File: src/shared/csc_stream_pkg.sv
/*
  Shared constants, helper function and state type for both ends
  of the colour converter video stream link.
  Assumes a single core clock shared by both ends.
*/
`default_nettype none
package csc_stream_pkg;
  // Stream packing
  localparam int NUM_COMP = 3;
  localparam int COMP_W = 8;
  localparam int BYTE_W = 8;
  // Built-in frame size of the fixed configuration
  localparam int ACTIVE_COLS = 64;
  localparam int ACTIVE_ROWS = 48;
  // Buffer depth in the data path
  localparam int FIFO_DEPTH = 2;
  // Least core reset length in core clock cycles
  localparam int RST_HOLD_CYCLES = 32;
  // External interrupt controller bus layout
  localparam int INTC_W = 6;
  localparam int INTC_FRAME_DONE = 0;
  localparam int INTC_LINE_ERR = 1;
  // Sink ready policies
  localparam int READY_FREE = 0;
  localparam int READY_REGD = 1;

  // Word width: components packed, rounded up to whole bytes
  function automatic int csc_word_w(input int cw);
    return ((NUM_COMP * cw + BYTE_W - 1) / BYTE_W) * BYTE_W;
  endfunction

  // Source sequencer states
  typedef enum logic {SRC_IDLE, SRC_RUN} csc_src_e;
endpackage
`default_nettype wire

File: src/shared/csc_stream_if.sv
/*
  Video stream link between the converter core and its peers:
  control levels, input stream and output stream.
  Assumes both ends run on the same core clock.
*/
`timescale 1ns/1ps
`default_nettype none
interface csc_stream_if
  import csc_stream_pkg::*;
#(
  parameter int DW = csc_word_w(COMP_W)
);
  // Core control levels
  logic coreClkEn;
  logic coreRstN;
  // Input stream, peer to core
  logic [DW-1:0] inData;
  logic inValid;
  logic inReady;
  logic pixInFrameStart;
  logic inLineEnd;
  // Output stream, core to peer
  logic [DW-1:0] outData;
  logic outValid;
  logic outReady;
  logic pixOutFrameStart;
  logic outLineEnd;

  // Converter core end
  modport dev (
    input coreClkEn, coreRstN,
    input inData, inValid, pixInFrameStart, inLineEnd,
    output inReady,
    output outData, outValid, pixOutFrameStart, outLineEnd,
    input outReady
  );

  // Upstream source, downstream sink and reset driver
  modport peer (
    output coreClkEn, coreRstN,
    output inData, inValid, pixInFrameStart, inLineEnd,
    input inReady,
    input outData, outValid, pixOutFrameStart, outLineEnd,
    output outReady
  );
endinterface
`default_nettype wire

File: src/rtl/csc_core_end.sv
/*
  Converter core end of the video stream link: accepts packed pixels,
  buffers them in a small FIFO, repacks them and sends them on, with
  frame marks passed through and line marks regenerated from the built-in frame size.
  Assumes stream inputs synchronous to clock and a peer that keeps
  the core reset low long enough.
*/
// Contract
// - Sample inputs and update outputs on rising edges
// - Enable low freezes state and output levels
// - Enable low ignores all inputs but reset
// - Core reset active low, synchronous, beats enable
// - Peer holds core reset low 32 cycles
// - Control side keeps own clock and reset
// - Source packs components, zero pads top bits
// - Core packs output components, zero pads top
// - Transfer needs ready, valid, enable, no reset
// - Only active pixels cross the stream
// - Source holds word steady until accepted
// - Source keeps valid until transfer completes
// - Sink ready may come before or after
// - Sink should drive ready independent of valid; the READY_REGD peer sink registers ready from outValid
// - Frame start marks exactly the first pixel
// - Frame start may rise early while valid low
// - Line end marks exactly the last pixel
// - Fixed build uses built-in frame size
// - Interrupt request only with control interface
// - Six-bit interrupt bus only when selected
// - Control reset also resets stream, resynchronised
`timescale 1ns/1ps
`default_nettype none
module csc_core_end
  import csc_stream_pkg::*;
#(
  parameter int CW = COMP_W,
  parameter int COLS = ACTIVE_COLS,
  parameter int ROWS = ACTIVE_ROWS,
  parameter int DEPTH = FIFO_DEPTH,
  parameter int HAS_CTRL = 0,
  parameter int HAS_INTC = 0
)(
  input wire logic clock,
  input wire logic rst,
  csc_stream_if.dev link,
  input wire logic ctrlRstN,
  output logic irqReq,
  output logic [INTC_W-1:0] extIrqCtrlBus,
  output logic [$clog2(COLS)-1:0] colPos,
  output logic [$clog2(ROWS)-1:0] rowPos,
  output logic lineErr
);
  localparam int PW = NUM_COMP * CW;
  localparam int WW = csc_word_w(CW);
  localparam int EW = PW + 2;
  localparam int AW = (DEPTH > 1) ? $clog2(DEPTH) : 1;
  localparam int NW = $clog2(DEPTH + 1);
  localparam int XW = $clog2(COLS);
  localparam int YW = $clog2(ROWS);
  localparam logic [AW-1:0] LAST_SLOT = AW'(DEPTH - 1);
  localparam logic [NW-1:0] FULL_COUNT = NW'(DEPTH);
  localparam logic [XW-1:0] LAST_COL = XW'(COLS - 1);
  localparam logic [YW-1:0] LAST_ROW = YW'(ROWS - 1);

  logic ctrlMeta_r;
  logic ctrlSync_r;
  logic coreReset;
  logic runEn;
  logic push;
  logic pop;
  logic [EW-1:0] mem_r [DEPTH];
  logic [AW-1:0] wrPtr_r;
  logic [AW-1:0] rdPtr_r;
  logic [NW-1:0] count_r;
  logic [NW-1:0] count_nxt;
  logic [XW-1:0] col_r;
  logic [YW-1:0] row_r;
  logic [XW-1:0] curCol;
  logic [YW-1:0] curRow;
  logic lineEndCalc;
  logic frameEndCalc;
  logic lineErr_r;
  logic frameDone_r;
  logic [EW-1:0] head;
  logic [PW-1:0] inPix;
  logic [PW-1:0] outPix;

  // Control reset brought into the core clock domain
  always_ff @(posedge clock or posedge rst)
  begin
    if (rst)
    begin
      ctrlMeta_r <= 1'b0;
      ctrlSync_r <= 1'b0;
    end
    else
    begin
      ctrlMeta_r <= ctrlRstN;
      ctrlSync_r <= ctrlMeta_r;
    end
  end

  // Core reset and run qualification
  assign coreReset = ~link.coreRstN | ((HAS_CTRL != 0) & ~ctrlSync_r);
  assign runEn = link.coreClkEn & ~coreReset;

  // Handshake terms; ready comes from held state only
  assign link.inReady = (count_r != FULL_COUNT);
  assign link.outValid = (count_r != '0);
  assign push = link.inValid & link.inReady & runEn;
  assign pop = link.outValid & link.outReady & runEn;

  // Only the low payload bits of the padded input word count
  assign inPix = link.inData[PW-1:0];

  // Pixel position from the built-in frame size
  always_comb
  begin
    curCol = link.pixInFrameStart ? '0 : col_r;
    curRow = link.pixInFrameStart ? '0 : row_r;
    lineEndCalc = (curCol == LAST_COL);
    frameEndCalc = lineEndCalc & (curRow == LAST_ROW);
  end

  // Position counters advance per accepted pixel
  always_ff @(posedge clock or posedge rst)
  begin
    if (rst)
    begin
      col_r <= '0;
      row_r <= '0;
    end
    else if (coreReset)
    begin
      col_r <= '0;
      row_r <= '0;
    end
    else if (push)
    begin
      col_r <= lineEndCalc ? '0 : curCol + 1'b1;
      if (frameEndCalc)
        row_r <= '0;
      else if (lineEndCalc)
        row_r <= curRow + 1'b1;
      else
        row_r <= curRow;
    end
  end

  // Line mark disagreement and frame completion events
  always_ff @(posedge clock or posedge rst)
  begin
    if (rst)
    begin
      lineErr_r <= 1'b0;
      frameDone_r <= 1'b0;
    end
    else if (coreReset)
    begin
      lineErr_r <= 1'b0;
      frameDone_r <= 1'b0;
    end
    else if (runEn)
    begin
      if (push && (link.inLineEnd != lineEndCalc))
        lineErr_r <= 1'b1;
      frameDone_r <= push & frameEndCalc;
    end
  end

  // Buffer storage, written only on an accepted pixel
  always_ff @(posedge clock)
  begin
    if (push)
      mem_r[wrPtr_r] <= {link.pixInFrameStart, lineEndCalc, inPix};
  end

  // Buffer occupancy
  always_comb
  begin
    count_nxt = count_r;
    if (push && !pop)
      count_nxt = count_r + 1'b1;
    else if (pop && !push)
      count_nxt = count_r - 1'b1;
  end

  // Buffer pointers and count; cleared by core reset, frozen while enable low
  always_ff @(posedge clock or posedge rst)
  begin
    if (rst)
    begin
      wrPtr_r <= '0;
      rdPtr_r <= '0;
      count_r <= '0;
    end
    else if (coreReset)
    begin
      wrPtr_r <= '0;
      rdPtr_r <= '0;
      count_r <= '0;
    end
    else if (runEn)
    begin
      if (push)
        wrPtr_r <= (wrPtr_r == LAST_SLOT) ? '0 : wrPtr_r + 1'b1;
      if (pop)
        rdPtr_r <= (rdPtr_r == LAST_SLOT) ? '0 : rdPtr_r + 1'b1;
      count_r <= count_nxt;
    end
  end

  // Head entry stays put until the sink takes it
  assign head = mem_r[rdPtr_r];

  // Per component pass through the conversion slot
  genvar c;
  generate
    for (c = 0; c < NUM_COMP; c++)
    begin : g_comp
      assign outPix[c*CW +: CW] = head[c*CW +: CW];
    end
  endgenerate

  // Output word with zero padding above the payload
  generate
    if (WW > PW)
    begin : g_pad
      assign link.outData = {{(WW-PW){1'b0}}, outPix};
    end
    else
    begin : g_nopad
      assign link.outData = outPix;
    end
  endgenerate
  assign link.pixOutFrameStart = head[PW+1] & link.outValid;
  assign link.outLineEnd = head[PW] & link.outValid;

  // Interrupt outputs exist only in their build options
  generate
    if (HAS_CTRL != 0)
    begin : g_irq
      assign irqReq = lineErr_r;
    end
    else
    begin : g_noirq
      assign irqReq = 1'b0;
    end
    if (HAS_INTC != 0)
    begin : g_intc
      always_comb
      begin
        extIrqCtrlBus = '0;
        extIrqCtrlBus[INTC_FRAME_DONE] = frameDone_r;
        extIrqCtrlBus[INTC_LINE_ERR] = lineErr_r;
      end
    end
    else
    begin : g_nointc
      assign extIrqCtrlBus = '0;
    end
  endgenerate

  // User side status
  assign colPos = col_r;
  assign rowPos = row_r;
  assign lineErr = lineErr_r;
endmodule
`default_nettype wire

File: src/flat_wrapper.sv
// flat-port wrapper written by rule: the top's interface ports become plain ports
module csc_core_end_flat import csc_stream_pkg::*;
#(
  parameter int CW = COMP_W,
  parameter int COLS = ACTIVE_COLS,
  parameter int ROWS = ACTIVE_ROWS,
  parameter int DEPTH = FIFO_DEPTH,
  parameter int HAS_CTRL = 0,
  parameter int HAS_INTC = 0
)
  (clock, rst, ctrlRstN, irqReq, extIrqCtrlBus, colPos, rowPos, lineErr, link_coreClkEn, link_coreRstN, link_inData, link_inValid, link_pixInFrameStart, link_inLineEnd, link_inReady, link_outData, link_outValid, link_pixOutFrameStart, link_outLineEnd, link_outReady);
  csc_stream_if #(.DW((24))) link_i ();
  input wire logic clock;
  input wire logic rst;
  input wire logic ctrlRstN;
  output logic irqReq;
  output logic [INTC_W-1:0] extIrqCtrlBus;
  output logic [$clog2(COLS)-1:0] colPos;
  output logic [$clog2(ROWS)-1:0] rowPos;
  output logic lineErr;
  input wire logic [$bits(link_i.coreClkEn)-1:0] link_coreClkEn;
  input wire logic [$bits(link_i.coreRstN)-1:0] link_coreRstN;
  input wire logic [$bits(link_i.inData)-1:0] link_inData;
  input wire logic [$bits(link_i.inValid)-1:0] link_inValid;
  input wire logic [$bits(link_i.pixInFrameStart)-1:0] link_pixInFrameStart;
  input wire logic [$bits(link_i.inLineEnd)-1:0] link_inLineEnd;
  output wire logic [$bits(link_i.inReady)-1:0] link_inReady;
  output wire logic [$bits(link_i.outData)-1:0] link_outData;
  output wire logic [$bits(link_i.outValid)-1:0] link_outValid;
  output wire logic [$bits(link_i.pixOutFrameStart)-1:0] link_pixOutFrameStart;
  output wire logic [$bits(link_i.outLineEnd)-1:0] link_outLineEnd;
  input wire logic [$bits(link_i.outReady)-1:0] link_outReady;
  assign link_i.coreClkEn = link_coreClkEn;
  assign link_i.coreRstN = link_coreRstN;
  assign link_i.inData = link_inData;
  assign link_i.inValid = link_inValid;
  assign link_i.pixInFrameStart = link_pixInFrameStart;
  assign link_i.inLineEnd = link_inLineEnd;
  assign link_inReady = link_i.inReady;
  assign link_outData = link_i.outData;
  assign link_outValid = link_i.outValid;
  assign link_pixOutFrameStart = link_i.pixOutFrameStart;
  assign link_outLineEnd = link_i.outLineEnd;
  assign link_i.outReady = link_outReady;
  csc_core_end #(.CW(CW), .COLS(COLS), .ROWS(ROWS), .DEPTH(DEPTH), .HAS_CTRL(HAS_CTRL), .HAS_INTC(HAS_INTC)) u_core (.clock(clock), .rst(rst), .link(link_i), .ctrlRstN(ctrlRstN), .irqReq(irqReq), .extIrqCtrlBus(extIrqCtrlBus), .colPos(colPos), .rowPos(rowPos), .lineErr(lineErr));
endmodule
File: config.mk
export PLATFORM = sky130hd
export DESIGN_NAME = csc_core_end_flat
export DESIGN_NICKNAME = d
export VERILOG_FILES = /design/src/shared/csc_stream_pkg.sv /design/src/shared/csc_stream_if.sv /design/src/rtl/csc_core_end.sv /design/src/flat_wrapper.sv
export SDC_FILE = /design/constraint.sdc
export NUM_CORES = 1
export LEC_CHECK = 0
export BUFFER_PORTS_ARGS = -buffer_cell sky130_fd_sc_hd__buf_2
export CAP_MARGIN = 40
export CELL_PAD_IN_SITES_DETAIL_PLACEMENT = 1
export CELL_PAD_IN_SITES_GLOBAL_PLACEMENT = 1
export CORE_UTILIZATION = 38
export CTS_CLUSTER_DIAMETER = 200
export DETAILED_ROUTE_END_ITERATION = 8
export MAX_ROUTING_LAYER = met4
export PLACE_DENSITY_LB_ADDON = 0.25
export SYNTH_ARGS = -nofsm -noshare
export SYNTH_HDL_FRONTEND = slang
export SYNTH_SLANG_ARGS = --single-unit
File: constraint.sdc
create_clock -name clock -period 2.1 [get_ports clock]
set_input_delay 0.42 -clock clock [delete_from_list [all_inputs] [get_ports clock]]
set_output_delay 0.42 -clock clock [all_outputs]
set_load 0.05 [all_outputs]
==> results.py <==
metrics = {
    "synthesis": {
        "yosysTopAreaCellShare_pct": 52.5,
        "synth_edf_count": 52,
        "synth_seq_cells": 69,
        "synth_warnings": 0,
        "synth_seq_area_share_pct": 66.8,
        "synthTopCellsByArea": "edfxtp_1 (53%), dfrtp_1 (14%), mux2_2 (9.1%)",
        "synthArstFlopShare_pct": 24.6,
        "yosysTopAreaCell": "edfxtp_1",
        "syn_inst": 208,
        "yosys.cell_types.count": 45,
        "synth.avg_cell_area_um2": 14.3,
        "synth_area_mm2": 0.00297,
        "ys.flop_type": "edfxtp_1",
    },
    "sta": {
        "worst_hold_slack_ps": 186,
        "hold_violations": 0,
        "finalSetupViolCount": 0,
        "tightest_slew_ps": 756,
        "min_period_ps": 2020,
        "fin_tns_setup_ps": 0,
        "timing.final.crit_share_pct": 96.0,
        "clock_skew_ps": 8.37,
        "relSlewSlack_pct": 49.5,
        "rsz0062_at_grt": "no",
        "slew_viol_final": 0,
        "fmax_mhz": 496,
    },
    "layout": {
        "antennaDiodeCount": 0,
        "post-route-util_pct": 50.5,
        "fill_cells": 807,
        "seqCellArea_mm2": 0.00199,
        "nNetsFinal": 335,
        "stdcell_count": 404,
        "syn2layout_area_growth_pct": 25.8,
        "layout-drive-gt1-share_pct": 45.2,
        "multiInputGateArea_um2": 910,
    },
    "setup_path": {
        "required_ps": 1680,
        "worstPathMaxFanout": 24,
        "worstSetupEndpointType": "output pin",
        "path_class": "flip-flop to output pin",
        "cp.arrival_ps": 1600,
        "critPathLaunchType": "flip-flop",
    },
    "power": {
        "irDropWorstVdd_v": 0.000265,
        "power_leakage_nw": 1.50,
        "pwr_density_cell_mw_per_mm2": 774,
        "total_power_mw": 2.90,
    },
    "routing": {
        "wl_per_cell_um": 15.2,
        "drt_first_pass_iters": 4,
        "viasPerCell": 4.94,
        "initialDrtViolationCount": 49,
        "vias": 1994,
        "drc": 0,
        "ant_nets": 0,
        "wl_um": 6160,
    },
    "cts": {
        "postCtsHoldBufs": 0,
        "cts-root-buf": "clkbuf_8",
        "post_cts_buffers": 0,
        "clk_latency_ps": 340,
        "cts_max_level": 3,
        "numCtsBuffers": 9,
        "clk_pin_slew_ps": 80,
        "cts-resized-gates": 1,
        "cts_tree": "yes",
        "clockBufferDepth": 2,
        "clock_sinks": 69,
    },
    "hold_path": {
        "hp-class": "primary input to async pin",
    },
    "floorplan": {
        "num_io_pins": 81,
        "rows": 31,
        "die_w_um": 90.5,
        "die_area_mm2": 0.00818,
        "start_util_pct": 40.1,
        "die_h_um": 90.5,
        "core-area_mm2": 0.00741,
    },
    "global_routing": {
        "antenna_found_initial": 0,
        "grt_pass1_wl_um": 10200,
        "grt_pass1_vias": 2010,
        "grt_usage_pct": 16.6,
        "grt_max_degree": 27,
        "grt_remaining_overflow": 0,
    },
    "placement": {
        "dp_cells": 388,
        "place_hpwl_um": 4330,
        "gp_congestion": 0.821,
        "portBuffers": 72,
    },
    "run": {
        "max_cap_violations": 0,
    },
    "run_status": {
        "status": "finished, final reports clean",
    },
}
-- cells by family (layout without fill, tap and decap cells) --
kind of cell               Yosys count  in the layout  synth area share (%)
AOI/OAI and AO/OA                   32             32                  7.45
xor gates and xnor gates             3              3                 0.884
adders and majority gates            2              2                 0.842
buffers and inverters               21            112                  3.79
DFF                                 69             69                  66.8
muxes                               26             26                  9.76
other                                1              7                 0.126
and+or+nand+nor                     54             54                  10.3
-- power by group --
| part | internal, mW | switching (mW) | leakage, nW |
|---|---|---|---|
| clock network | 0.556 | 0.501 | 0.0931 |
| logic | 0.0942 | 0.229 | 0.706 |
| registers | 1.50 | 0.0138 | 0.704 |
-- layout make-up --
class	instances	share of cell area, %
Sequential cell	69	53.2
Multi-Input combinational cell	124	24.3
Timing Repair Buffer	87	13.0
Clock buffer	10	3.41
Tap cell	99	3.31
Clock inverter	6	1.91
Inverter	9	0.903
-- per-layer routing --
layer | part of all wire [%] | routed length [µm] | GRT usage (%)
met5 | 0 | 0 | -
met4 | 1.7 | 102 | 6.32
met3 | 4.1 | 255 | 4.29
met2 | 49 | 2990 | 25.3
met1 | 46 | 2810 | 21.2
-- path summary, 6_finish.rpt --
kind	cells after the start	end	slack, ps	start
min reg2reg	2	u_core.lineErr	490	u_core.lineErr
min in group clock	1	u_core.mem_r[0][17]	270	link_inData[17]
max	3	link_outData[7]	80	u_core.rdPtr_r
max reg2reg	6	u_core.rowPos[3]	280	u_core.colPos[1]
min	2	u_core.lineErr	190	rst
max in group asynchronous	2	u_core.colPos[0]	1430	rst
-- placed cells by master, fill, tap and decap left out, types with 2 or more instances in the layout --
| master | count |
|---|---|
| edfxtp_1 | 52 |
| nand2_1 | 10 |
| nand3_2 | 2 |
| xor2_1 | 2 |
| o21ai_1 | 3 |
| buf_2 | 72 |
| mux2i_1 | 2 |
| a21boi_0 | 2 |
| nor2b_2 | 2 |
| clkbuf_8 | 9 |
| buf_4 | 14 |
| clkinv_4 | 2 |
| inv_1 | 8 |
| o21ai_0 | 7 |
| a21oi_1 | 3 |
| nor4_1 | 2 |
| nor2b_1 | 4 |
| mux2_2 | 24 |
| clkinvlp_4 | 2 |
| dfrtp_2 | 2 |
| nor3_1 | 4 |
| and3_1 | 3 |
| a22o_1 | 3 |
| a41oi_1 | 2 |
| dfrtp_1 | 15 |
| nand4b_1 | 3 |
| nand3_1 | 6 |
| nor2_1 | 9 |
| ha_1 | 2 |
| a31oi_1 | 3 |
| conb_1 | 7 |
-- sequential cells by signal, indices dropped and copies added (netlist names) --
name	count
u_core.rowPos	6
u_core.lineErr	1
u_core.rdPtr_r	1
u_core.colPos	6
u_core.mem_r	52
u_core.count_r	2
u_core.wrPtr_r	1
-- through the flow --
stage               worst slack [ps]  area, µm²
floorplan                       22.3       3010
global placement                 126       3540
detailed placement              99.2       3540
CTS                             57.8       3740
global route                   0.781       3740
finish                          83.0       3740
-- worst max-delay path, stage by stage (launching register included) --
cell,delay (ps)
dfrtp_1,470
buf_12,220
mux2_2,350
buf_2,210
-- synthesized netlist by cell type (2+ instances only) --
| master | count |
|---|---|
| edfxtp_1 | 52 |
| mux2_2 | 24 |
| dfrtp_1 | 17 |
| nand2_1 | 10 |
| nor2_1 | 10 |
| buf_4 | 8 |
| inv_1 | 8 |
| o21ai_0 | 7 |
| nand3_1 | 6 |
| nor2b_1 | 6 |
| and3_1 | 4 |
| nor3_1 | 4 |
| a21oi_1 | 3 |
| a22o_1 | 3 |
| a31oi_1 | 3 |
| buf_2 | 3 |
| nand4b_1 | 3 |
| o21ai_1 | 3 |
| a21boi_0 | 2 |
| a41oi_1 | 2 |
| ha_1 | 2 |
| mux2i_1 | 2 |
| nand3_2 | 2 |
| nor4_1 | 2 |
| xor2_1 | 2 |
(Power assumes the default switching activity.)
